**src/hw/ps2d_pkg.sv**
```systemverilog
// Shared constants and types for the keyboard and mouse link device
package ps2d_pkg;

    // ==================== Timing ====================
    localparam int CLK_HZ       = 40_000_000;
    localparam int BIT_HALF_US  = 20;
    localparam int BIT_HALF_CYC = BIT_HALF_US * (CLK_HZ / 1_000_000);
    localparam int PKT_GAP_MS   = 50;
    localparam int PKT_GAP_CYC  = PKT_GAP_MS * (CLK_HZ / 1_000);
    localparam int HALF_W       = 12;
    localparam int GAP_W        = 24;

    // ==================== Frame ====================
    localparam int          FRAME_BITS = 11;
    localparam int          BIT_W      = 4;
    localparam logic [3:0]  BIT_START  = 4'h0;
    localparam logic [3:0]  BIT_PARITY = 4'h9;
    localparam logic [3:0]  BIT_STOP   = 4'hA;
    localparam logic [1:0]  PKT_LAST   = 2'h2;
    localparam logic        PIN_LOW    = 1'b0;

    // ==================== Host commands and replies ====================
    localparam logic [7:0] CMD_LED    = 8'hED;
    localparam logic [7:0] CMD_ECHO   = 8'hEE;
    localparam logic [7:0] CMD_RATE   = 8'hF3;
    localparam logic [7:0] CMD_RESEND = 8'hFE;
    localparam logic [7:0] CMD_RESET  = 8'hFF;
    localparam logic [7:0] REPLY_ACK  = 8'hFA;

    // ==================== Register map ====================
    localparam int         ADDR_W    = 5;
    localparam logic [4:0] ADDR_CTRL = 5'h00;
    localparam logic [4:0] ADDR_SCAN = 5'h04;
    localparam logic [4:0] ADDR_MOTX = 5'h08;
    localparam logic [4:0] ADDR_MOTY = 5'h0C;
    localparam logic [4:0] ADDR_STAT = 5'h10;

    localparam int CTRL_MOUSE  = 0;
    localparam int CTRL_MOVING = 1;
    localparam int CTRL_LBTN   = 2;
    localparam int CTRL_RBTN   = 3;
    localparam int CTRL_W      = 4;

    // ==================== Mouse status byte ====================
    localparam int ST_LEFT  = 0;
    localparam int ST_RIGHT = 1;
    localparam int ST_XS    = 4;
    localparam int ST_YS    = 5;
    localparam int ST_XV    = 6;
    localparam int ST_YV    = 7;

    localparam logic signed [15:0] AXIS_MAX = 16'sh00FF;
    localparam logic signed [15:0] AXIS_MIN = 16'shFF00;
    localparam logic [7:0]         SAT_POS  = 8'hFF;
    localparam logic [7:0]         SAT_NEG  = 8'h00;

    // ==================== Indicators ====================
    localparam int         LED_W     = 3;
    localparam int         LED_SCRL  = 0;
    localparam int         LED_NUM   = 1;
    localparam int         LED_CAPS  = 2;
    localparam logic [2:0] LED_RST   = 3'h0;
    localparam logic [7:0] RATE_RST  = 8'h00;

    // ==================== Types ====================
    typedef enum logic [1:0] {TX_IDLE, TX_CHECK, TX_HIGH, TX_LOW} ps2d_tx_e;
    typedef enum logic [1:0] {SRC_RESP, SRC_SCAN, SRC_MOUSE} ps2d_src_e;
    typedef enum logic [1:0] {ARG_NONE, ARG_LED, ARG_RATE} ps2d_arg_e;

    typedef struct packed {
        logic [ADDR_W-1:0] addr;
        logic [31:0]       wdata;
        logic              wr;
        logic              rd;
    } ps2d_bus_s;

    typedef struct packed {
        logic       ovf;
        logic       sign;
        logic [7:0] val;
    } ps2d_axis_s;

    typedef struct packed {
        logic valid;
        logic [7:0] data;
    } ps2d_rx_s;

endpackage : ps2d_pkg

```
**src/hw/ps2d_dev.sv**
```systemverilog
// Keyboard and mouse end of the two-wire serial link
//
// Chosen here: the register addresses and the strobed register port.
`timescale 1ns/1ps

module ps2d_dev #(
    parameter int HALF_CYC = ps2d_pkg::BIT_HALF_CYC,   // Half bit period in cycles
    parameter int GAP_CYC  = ps2d_pkg::PKT_GAP_CYC     // Packet repeat interval in cycles
) (
    input  wire logic                clk_sys_i,      // System clock
    input  wire logic                reset_i,        // Async reset, active high
    input  wire ps2d_pkg::ps2d_bus_s bus_i,          // Register request
    output logic [31:0]              rdata_o,        // Read data, cycle after read
    input  wire ps2d_pkg::ps2d_rx_s  rx_i,           // Host command byte
    input  wire logic                ps2_clk_i,      // Link clock pin level
    output logic                     ps2_clk_o,      // Link clock drive value
    output logic                     ps2_clk_oe_o,   // Link clock pulled low
    input  wire logic                ps2_dat_i,      // Link data pin level
    output logic                     ps2_dat_o,      // Link data drive value
    output logic                     ps2_dat_oe_o,   // Link data pulled low
    output logic [ps2d_pkg::LED_W-1:0] leds_o,       // Indicator states
    output logic                     busy_o          // Frame in progress
);

    // ==================== State ====================
    typedef struct packed {
        logic                         clk_meta;
        logic                         clk_sync;
        logic                         dat_meta;
        logic                         dat_sync;
        logic [ps2d_pkg::CTRL_W-1:0]  ctrl;
        logic [15:0]                  motx;
        logic [15:0]                  moty;
        logic [ps2d_pkg::LED_W-1:0]   leds;
        logic [7:0]                   rate;
        ps2d_pkg::ps2d_arg_e          arg;
        logic                         resp_pend;
        logic [7:0]                   resp;
        logic                         scan_pend;
        logic [7:0]                   scan;
        logic [7:0]                   last_scan;
        logic                         pkt_active;
        logic [1:0]                   pkt_idx;
        logic [23:0]                  pkt;
        logic [ps2d_pkg::GAP_W-1:0]   gap;
        ps2d_pkg::ps2d_tx_e           tx;
        ps2d_pkg::ps2d_src_e          src;
        logic [7:0]                   tx_byte;
        logic [ps2d_pkg::BIT_W-1:0]   bit_idx;
        logic [ps2d_pkg::HALF_W-1:0]  cnt;
        logic                         clk_oe;
        logic                         dat_oe;
        logic [31:0]                  rdata;
    } ps2d_state_s;

    localparam logic [ps2d_pkg::HALF_W-1:0] HALF_LOAD = ps2d_pkg::HALF_W'(HALF_CYC - 1);
    localparam logic [ps2d_pkg::GAP_W-1:0]  GAP_LOAD  = ps2d_pkg::GAP_W'(GAP_CYC - 1);

    ps2d_state_s s_r;
    ps2d_state_s s_nxt;

    // ==================== Functions ====================
    // Level of one frame position
    function automatic logic frame_bit(input logic [7:0] b, input logic [3:0] idx);
        logic v;
        v = 1'b1;
        if (idx == ps2d_pkg::BIT_START) begin
            v = 1'b0;
        end else if (idx < ps2d_pkg::BIT_PARITY) begin
            v = b[3'(idx - 4'h1)];
        end else if (idx == ps2d_pkg::BIT_PARITY) begin
            v = ~^b;
        end else begin
            v = 1'b1;
        end
        return v;
    endfunction : frame_bit

    // Clamp a signed motion value into sign, overflow and byte
    function automatic ps2d_pkg::ps2d_axis_s to_axis(input logic signed [15:0] v);
        ps2d_pkg::ps2d_axis_s a;
        a.sign = v[15];
        a.ovf  = (v > ps2d_pkg::AXIS_MAX) || (v < ps2d_pkg::AXIS_MIN);
        if (a.ovf) begin
            a.val = v[15] ? ps2d_pkg::SAT_NEG : ps2d_pkg::SAT_POS;
        end else begin
            a.val = v[7:0];
        end
        return a;
    endfunction : to_axis

    // Word returned for a register read; unmapped offsets read as zero
    function automatic logic [31:0] read_word(input logic [ps2d_pkg::ADDR_W-1:0] a,
                                              input ps2d_state_s                 s);
        logic [31:0] w;
        w = 32'h0000_0000;
        if (a == ps2d_pkg::ADDR_CTRL) begin
            w = {28'h000_0000, s.ctrl};
        end else if (a == ps2d_pkg::ADDR_SCAN) begin
            w = {24'h00_0000, s.scan};
        end else if (a == ps2d_pkg::ADDR_MOTX) begin
            w = {16'h0000, s.motx};
        end else if (a == ps2d_pkg::ADDR_MOTY) begin
            w = {16'h0000, s.moty};
        end else if (a == ps2d_pkg::ADDR_STAT) begin
            w = {8'h00, s.last_scan, s.rate, 2'h0,
                 s.tx != ps2d_pkg::TX_IDLE, s.scan_pend,
                 s.resp_pend, s.leds};
        end
        return w;
    endfunction : read_word

    // ==================== Next state ====================
    always_comb begin
        ps2d_pkg::ps2d_axis_s ax;
        ps2d_pkg::ps2d_axis_s ay;
        logic [7:0]           status;
        logic                 is_mouse;
        s_nxt    = s_r;
        ax       = to_axis(s_r.motx);
        ay       = to_axis(s_r.moty);
        status   = 8'h00;
        is_mouse = s_r.ctrl[ps2d_pkg::CTRL_MOUSE];

        // Two-stage pin synchronisers
        s_nxt.clk_meta = ps2_clk_i;
        s_nxt.clk_sync = s_r.clk_meta;
        s_nxt.dat_meta = ps2_dat_i;
        s_nxt.dat_sync = s_r.dat_meta;

        // Mouse status byte
        status[ps2d_pkg::ST_LEFT]  = s_r.ctrl[ps2d_pkg::CTRL_LBTN];
        status[ps2d_pkg::ST_RIGHT] = s_r.ctrl[ps2d_pkg::CTRL_RBTN];
        status[ps2d_pkg::ST_XS]    = ax.sign;
        status[ps2d_pkg::ST_YS]    = ay.sign;
        status[ps2d_pkg::ST_XV]    = ax.ovf;
        status[ps2d_pkg::ST_YV]    = ay.ovf;

        // Repeat interval
        if (s_r.gap != '0) begin
            s_nxt.gap = s_r.gap - 1'b1;
        end

        // ==================== Transmitter ====================
        case (s_r.tx)
            ps2d_pkg::TX_IDLE: begin
                if (s_r.resp_pend) begin
                    s_nxt.tx_byte = s_r.resp;
                    s_nxt.src     = ps2d_pkg::SRC_RESP;
                    s_nxt.tx      = ps2d_pkg::TX_CHECK;
                end else if (!is_mouse && s_r.scan_pend) begin
                    s_nxt.tx_byte = s_r.scan;
                    s_nxt.src     = ps2d_pkg::SRC_SCAN;
                    s_nxt.tx      = ps2d_pkg::TX_CHECK;
                end else if (is_mouse && s_r.pkt_active) begin
                    s_nxt.tx_byte = s_r.pkt[s_r.pkt_idx*8 +: 8];
                    s_nxt.src     = ps2d_pkg::SRC_MOUSE;
                    s_nxt.tx      = ps2d_pkg::TX_CHECK;
                end
                s_nxt.cnt = HALF_LOAD;
            end
            ps2d_pkg::TX_CHECK: begin
                // Any low level on either line restarts the idle count
                if (!(s_r.clk_sync && s_r.dat_sync)) begin
                    s_nxt.cnt = HALF_LOAD;
                end else if (s_r.cnt == '0) begin
                    s_nxt.tx      = ps2d_pkg::TX_HIGH;
                    s_nxt.bit_idx = ps2d_pkg::BIT_START;
                    s_nxt.cnt     = HALF_LOAD;
                end else begin
                    s_nxt.cnt = s_r.cnt - 1'b1;
                end
            end
            ps2d_pkg::TX_HIGH: begin
                // Clock released; pin level judged only at end of half
                if (s_r.cnt != '0) begin
                    s_nxt.cnt = s_r.cnt - 1'b1;
                end else if (!s_r.clk_sync) begin
                    // Host holds clock low: drop the frame, retry later
                    s_nxt.tx  = ps2d_pkg::TX_CHECK;
                    s_nxt.cnt = HALF_LOAD;
                end else begin
                    s_nxt.tx  = ps2d_pkg::TX_LOW;
                    s_nxt.cnt = HALF_LOAD;
                end
            end
            ps2d_pkg::TX_LOW: begin
                if (s_r.cnt != '0) begin
                    s_nxt.cnt = s_r.cnt - 1'b1;
                end else if (s_r.bit_idx == ps2d_pkg::BIT_STOP) begin
                    s_nxt.tx = ps2d_pkg::TX_IDLE;
                    case (s_r.src)
                        ps2d_pkg::SRC_RESP: begin
                            s_nxt.resp_pend = 1'b0;
                        end
                        ps2d_pkg::SRC_SCAN: begin
                            s_nxt.scan_pend = 1'b0;
                            s_nxt.last_scan = s_r.tx_byte;
                        end
                        default: begin
                            s_nxt.pkt_idx = s_r.pkt_idx + 1'b1;
                            if (s_r.pkt_idx == ps2d_pkg::PKT_LAST) begin
                                s_nxt.pkt_active = 1'b0;
                                s_nxt.pkt_idx    = '0;
                                s_nxt.gap        = GAP_LOAD;
                            end
                        end
                    endcase
                end else begin
                    s_nxt.bit_idx = s_r.bit_idx + 1'b1;
                    s_nxt.tx      = ps2d_pkg::TX_HIGH;
                    s_nxt.cnt     = HALF_LOAD;
                end
            end
            default: begin
                s_nxt.tx = ps2d_pkg::TX_IDLE;
            end
        endcase

        // ==================== Mouse packets ====================
        if (is_mouse && s_r.ctrl[ps2d_pkg::CTRL_MOVING] && !s_r.pkt_active
            && s_r.gap == '0 && s_r.tx == ps2d_pkg::TX_IDLE) begin
            s_nxt.pkt_active = 1'b1;
            s_nxt.pkt_idx    = '0;
            s_nxt.pkt        = {ay.val, ax.val, status};
        end

        // ==================== Host commands ====================
        // Command port is ignored in mouse mode
        if (rx_i.valid && !is_mouse) begin
            if (s_r.arg == ps2d_pkg::ARG_LED) begin
                s_nxt.leds = rx_i.data[ps2d_pkg::LED_W-1:0];
                s_nxt.arg  = ps2d_pkg::ARG_NONE;
            end else if (s_r.arg == ps2d_pkg::ARG_RATE) begin
                s_nxt.rate = rx_i.data;
                s_nxt.arg  = ps2d_pkg::ARG_NONE;
            end else begin
                case (rx_i.data)
                    ps2d_pkg::CMD_LED: begin
                        s_nxt.resp      = ps2d_pkg::REPLY_ACK;
                        s_nxt.resp_pend = 1'b1;
                        s_nxt.arg       = ps2d_pkg::ARG_LED;
                    end
                    ps2d_pkg::CMD_ECHO: begin
                        s_nxt.resp      = ps2d_pkg::CMD_ECHO;
                        s_nxt.resp_pend = 1'b1;
                    end
                    ps2d_pkg::CMD_RATE: begin
                        s_nxt.resp      = ps2d_pkg::REPLY_ACK;
                        s_nxt.resp_pend = 1'b1;
                        s_nxt.arg       = ps2d_pkg::ARG_RATE;
                    end
                    ps2d_pkg::CMD_RESEND: begin
                        s_nxt.resp      = s_r.last_scan;
                        s_nxt.resp_pend = 1'b1;
                    end
                    ps2d_pkg::CMD_RESET: begin
                        s_nxt.leds      = ps2d_pkg::LED_RST;
                        s_nxt.rate      = ps2d_pkg::RATE_RST;
                        s_nxt.scan_pend = 1'b0;
                        s_nxt.arg       = ps2d_pkg::ARG_NONE;
                    end
                    default: begin
                        s_nxt.arg = ps2d_pkg::ARG_NONE;
                    end
                endcase
            end
        end

        // ==================== Register bus ====================
        // Read data stand for one cycle only
        s_nxt.rdata = '0;
        if (bus_i.wr) begin
            if (bus_i.addr == ps2d_pkg::ADDR_CTRL) begin
                s_nxt.ctrl = bus_i.wdata[ps2d_pkg::CTRL_W-1:0];
            end else if (bus_i.addr == ps2d_pkg::ADDR_SCAN) begin
                s_nxt.scan      = bus_i.wdata[7:0];
                s_nxt.scan_pend = 1'b1;
            end else if (bus_i.addr == ps2d_pkg::ADDR_MOTX) begin
                s_nxt.motx = bus_i.wdata[15:0];
            end else if (bus_i.addr == ps2d_pkg::ADDR_MOTY) begin
                s_nxt.moty = bus_i.wdata[15:0];
            end
        end
        if (bus_i.rd) begin
            s_nxt.rdata = read_word(bus_i.addr, s_r);
        end

        // Open-drain drives from the next bit position
        s_nxt.clk_oe = (s_nxt.tx == ps2d_pkg::TX_LOW);
        s_nxt.dat_oe = (s_nxt.tx == ps2d_pkg::TX_HIGH || s_nxt.tx == ps2d_pkg::TX_LOW)
                       && !frame_bit(s_nxt.tx_byte, s_nxt.bit_idx);
    end

    // ==================== Registers ====================
    always_ff @(posedge clk_sys_i or posedge reset_i) begin
        if (reset_i) begin
            s_r           <= '0;
            s_r.clk_meta  <= 1'b1;
            s_r.clk_sync  <= 1'b1;
            s_r.dat_meta  <= 1'b1;
            s_r.dat_sync  <= 1'b1;
            s_r.leds      <= ps2d_pkg::LED_RST;
            s_r.rate      <= ps2d_pkg::RATE_RST;
            s_r.arg       <= ps2d_pkg::ARG_NONE;
            s_r.tx        <= ps2d_pkg::TX_IDLE;
            s_r.src       <= ps2d_pkg::SRC_RESP;
        end else begin
            s_r <= s_nxt;
        end
    end

    // ==================== Outputs ====================
    assign rdata_o      = s_r.rdata;
    assign ps2_clk_o    = ps2d_pkg::PIN_LOW;
    assign ps2_clk_oe_o = s_r.clk_oe;
    assign ps2_dat_o    = ps2d_pkg::PIN_LOW;
    assign ps2_dat_oe_o = s_r.dat_oe;
    assign leds_o       = s_r.leds;
    assign busy_o       = (s_r.tx != ps2d_pkg::TX_IDLE);

endmodule : ps2d_dev

```
**config.mk**
```make
export PLATFORM = sky130hd
export DESIGN_NAME = ps2d_dev
export DESIGN_NICKNAME = d
export VERILOG_FILES = /design/src/hw/ps2d_pkg.sv /design/src/hw/ps2d_dev.sv
export SDC_FILE = /design/constraint.sdc
export NUM_CORES = 1
export LEC_CHECK = 0
export ABC_AREA = 1
export CAP_MARGIN = 10
export CORE_MARGIN = 8
export CORE_UTILIZATION = 58
export CTS_BUF_LIST = sky130_fd_sc_hd__clkbuf_16
export DETAILED_ROUTE_END_ITERATION = 8
export DONT_BUFFER_PORTS = 1
export PLACE_DENSITY = 0.76
export SKIP_LAST_GASP = 1
export SLEW_MARGIN = 20
export SYNTH_ARGS = -nofsm -noshare
export SYNTH_HDL_FRONTEND = slang
export SYNTH_SLANG_ARGS = --single-unit
```
**constraint.sdc**
```tcl
create_clock -name clk_sys_i -period 5.5 [get_ports clk_sys_i]
set_input_delay 0.275 -clock clk_sys_i [delete_from_list [all_inputs] [get_ports clk_sys_i]]
set_output_delay 0.275 -clock clk_sys_i [all_outputs]
set_load 0.01 [all_outputs]
```
== Yosys cells after proc, flatten, opt, wreduce, memory -nomap -nowiden ==
Cells that the tools add are included.
Operators by class
  muxes and demuxes: 69
  shifts and indexed selects: 1
  reduce and logical (&&, ||, !) cells: 47
  add/subtract/negate cells: 5
  $lt $le $gt $ge: 6
  bitwise logic cells: 6
  equality and inequality tests: 25
Operators with widths (number)
  2-to-1 mux 24 bit: 11
  2-to-1 mux 12 bit: 7
  case mux 12 bit (4 select lines): 1
  == test 8 bit (second input constant): 5
  2-to-1 mux 10 bit: 4
  2-to-1 mux 8 bit: 5
  > comparator 16 x 9 -> 1 bit (second input constant): 2
  < comparator 16 x 9 -> 1 bit (second input constant): 2
  2-to-1 mux 27 bit: 1
  2-to-1 mux 9 bit: 3
  case mux 9 bit (3 select lines): 1
  2-to-1 mux 26 bit: 1
  zero test 24 bit: 1
  nonzero test 24 bit: 1
  indexed part select 24 x 6 -> 8 bit: 1
  subtractor 24 x 1 -> 24 bit (second input constant): 1
  2-to-1 mux 3 bit: 7
  2-to-1 mux 16 bit: 1
  AND reduction 4 bit: 4
  2-to-1 mux 1 bit: 13
  == test 2 bit (second input constant): 6
  zero test 12 bit: 1
  2-to-1 mux 2 bit: 6
  2-to-1 mux 4 bit: 3
  other kinds (35): 71
Word-level totals
  flip-flop bits (word level): 190
  word-level logic and storage cells: 186

== Depth between registers and ports, before layout ==
  word-level depth: 12
  depth in mapped cells: 18

== Worst setup path before layout ==
OpenSTA, ideal clock, no wires.
  kind: register to register
  start point: register s_r[34] (netlist name)
  end point: register s_r[77] (netlist name)
  setup slack: 3578 ps
  data arrival time: 1818 ps
  data required time: 5396 ps
  cell stages (with the launch flop): 16
  path buffers: 1
  cell sequence: dfrtp_1 inv_1 ha_1 nand2_4 nor2_8 nand2_2 buf_6 nor2_2 inv_2 nor2_4 inv_4 nor2_8 inv_2 nor2_8 inv_4 o311ai_1
RTL lines
  start: declaration: line ps2d_dev.sv:59  | ps2d_state_s s_r;
  start signal: assignment: line ps2d_dev.sv:309  | s_r <= s_nxt;

== Worst setup path in the final report ==
  start point: register s_r[60] (netlist name)
  end point: register s_r[108] (netlist name)
On the way
  word-level cells in the longest chain between the ends: 2
RTL lines
  zero test 2 bit: line ps2d_dev.sv:222  | && s_r.gap == '0 && s_r.tx == ps2d_pkg::TX_IDLE) begin
  logical AND 1 bit: line ps2d_dev.sv:222
No other way between the ends.
A chain may end at the register's enable or synchronous reset.

==> flow_metrics.tcl <==
set metrics [dict create \
    setup_violations 0 \
    period_needed_ns 3.00 \
    synth_seq_area_share_pct 49.0 \
    finish.instance_area_mm2 0.00992 \
    drive_gt1_share_pct 10.6 \
    crit_family "simple AND/OR/NAND/NOR gates" \
    crit_chain "nor2_2, inv_2, nor3_1, inv_1, nor2_1, inv_1, nand2_1, o211ai_1" \
    routed_wl_mm 21.5 \
    core_mm2 0.0158 \
    synthCells 1140 \
    antenna_cells 0 \
    status "complete, no violations" \
    cp-start-kind "register" \
    die_h_um 143 \
    ys_ff_latch 182 \
    synth_edf_count 0 \
    area_delta_synth_final_pct 6.70 \
    synth_warnings 0 \
    setup-tns-final_ns 0 \
    timing.rr.start "s_r[60]" \
    viasPerCell 5.49 \
    place_worst_setup_slack_ns 2.48 \
    finClkSkew_ns 0.00968 \
    placed_cells 1313 \
    final_common_cell "nand2_1" \
    crit_buf_inv 3 \
    drtIter0Drc 491 \
    fmax_ghz 0.333 \
    gr-usage-all-layers_pct 22.4 \
    place_area_mm2 0.00926 \
    r2r-end "s_r[108]" \
    reg2reg_slack_ns 2.50 \
    synthArstFlopShare_pct 100 \
    rsz0062_at_grt "no" \
    crit_path_end_kind "register" \
    crit_required_ns 5.79 \
    fin_nets 1181 \
    portBuffers 0 \
    maxCapViolCount 0 \
    setup_ws_ns 2.50 \
    cts_tree "yes" \
    hpwl_mm 15.3 \
    cp-endpoint "s_r[108]" \
    cts.sink_count 182 \
    path_clk_slew_ns 0.07 \
    initial_core_util_pct 58.9 \
    cts_buffers 17 \
    dr.pass1.iters 5 \
    grt_max_degree 85 \
    ir_worst_vdd_mv 0.232 \
    ant_nets 0 \
    ctsRootBufferMaster "clkbuf_16" \
    gp_congestion 0.851 \
    vias 7427 \
    die_w_um 143 \
    htreeDepth 4 \
    grt_overflow 0 \
    hold_viol_final 0 \
    powerDensity_mw_per_mm2 294 \
    slew_headroom_pct 36.1 \
    ioPinCount 92 \
    tightest_slew_ns 0.956 \
    crit_arrival_ns 3.29 \
    startpoint "s_r[60]" \
    clk_latency_ns 0.43 \
    maxSlewViolCount 0 \
    grt_pass1_vias 7312 \
    post_cts_buffers 0 \
    drc_errors 0 \
    cp.depth 8 \
    layoutNonFillerInstCount 1353 \
    ys.flop_type "dfrtp_1" \
    avgRoutedWirePerCell_um 15.9 \
    min_path_type "primary input to register" \
    slowest_stage "nor2_1" \
    grt_pass1_wl_mm 36.5 \
    fin_crit_sh_pct 54.6 \
    layout_common_cells "nand2_1 (273), dfrtp_1 (178), inv_1 (143)" \
    syn_area_per_cell_um2 8.15 \
    rows 46 \
    dieArea_mm2 0.0203 \
    synth_area_mm2 0.00930 \
    cts_buffer_depth 2 \
    synth_cell_types 55 \
    slowest_delay_ns 0.62 \
    reg2reg_depth 8 \
    antenna_found_initial 0 \
    critical_path_class "register to register" \
    cpMostUsedCell "inv_1" \
    cp_max_fo 16 \
    p_leak_nw 4.99 \
]
[cells by family after synthesis]
| family | synth area share (%) |
|---|---|
| AOI/OAI and AO/OA | 12.1 |
| xor gates and xnor gates | 0.660 |
| adders and majority gates | 0.673 |
| buffers and inverters | 10.8 |
| DFF | 49.0 |
| muxes | 0.121 |
| other | 0.0403 |
| and+or+nand+nor | 26.6 |
[worst min path at each step]
stage | startpoint | end | slack [ns] | depth (start not counted)
global placement | ps2_dat_i | s_nxt[188] | 0.28 | 0
finish | rx_i[3] | s_r[144] | 0.008 | 2
detailed placement | ps2_dat_i | s_nxt[188] | 0.28 | 0
global route | bus_i[11] | s_r[177] | 0.003 | 2
floorplan | ps2_dat_i | s_nxt[188] | 0.28 | 0
CTS | rx_i[2] | s_r[143] | 0.001 | 2
[registers in the layout, indices dropped and copies added (netlist names)]
| register | cells |
|---|---|
| ps2_clk_oe_o | 1 |
| leds_o | 3 |
| ps2_dat_oe_o | 1 |
| s_nxt | 2 |
| s_r | 151 |
| rdata_o | 24 |
[per-layer routing]
layer  share of wire [%]  global-route usage [%]  vias to the layer above
li1                    -                       -                     3623
met1                  45                    29.4                     3558
met2                  47                    35.4                      210
met3                 5.7                    5.50                       36
met4                 2.7                    8.22                        0
met5                   0                       0                        -
[power breakdown]
part           internal (W)  switching, W
registers           0.00143     0.0000850
clock network      0.000638      0.000555
logic             0.0000703      0.000145
[final cells by class]
type	instances	area, um2
multi-input cells	744	3770
repair buffers	11	103
fillers	1378	5850
clock buffers	17	425
flip-flops and latches	182	4560
well taps	216	270
inverters	168	643
clock inverters	15	145
[worst reg2reg max path, stage by stage, from the launching register on]
cell and delay [ns]:
dfrtp_1 0.44, nor2_2 0.52, inv_2 0.24, nor3_1 0.19
inv_1 0.11, nor2_1 0.62, inv_1 0.48, nand2_1 0.16
o211ai_1 0.10
[Yosys cell counts (all sizes together) (2+ instances only)]
cell type	number	share of area (%)
o221ai	5	0.47
dfstp	4	1.1
buf	43	3.4
o31ai	3	0.24
a211oi	3	0.24
nand2	294	13
inv	165	6.7
a21boi	3	0.32
ha	5	0.67
clkbuf	12	0.48
o21a	3	0.24
a31oi	7	0.47
xnor2	2	0.19
o211ai	21	1.7
o21ai	95	5.2
nand3b	4	0.32
clkinv	3	0.12
nor4	11	0.74
o22ai	12	0.81
xor2	5	0.47
or2	4	0.27
nand3	72	4.4
a22oi	2	0.16
nor2	108	5.4
nor3	26	1.8
a221oi	3	0.28
nand4	12	0.87
dfrtp	178	48
a21oi	27	1.5
[through the flow]
stage	util [%]	hold slack (ns)	total power (W)
floorplan	-	0.279	0.00168
global placement	58.7	0.280	0.00173
detailed placement	58.7	0.280	0.00174
CTS	62.9	0.000963	0.00293
global route	62.9	0.00287	0.00304
finish	62.9	0.00832	0.00292
[repair_timing]
item,4_1_cts,5_1_grt
setup endpoints to repair,0,0
gates resized for setup,0,0
hold buffers,8,0
endpoints found under the hold margin,95,0
Power figures use the tool's default switching activity.
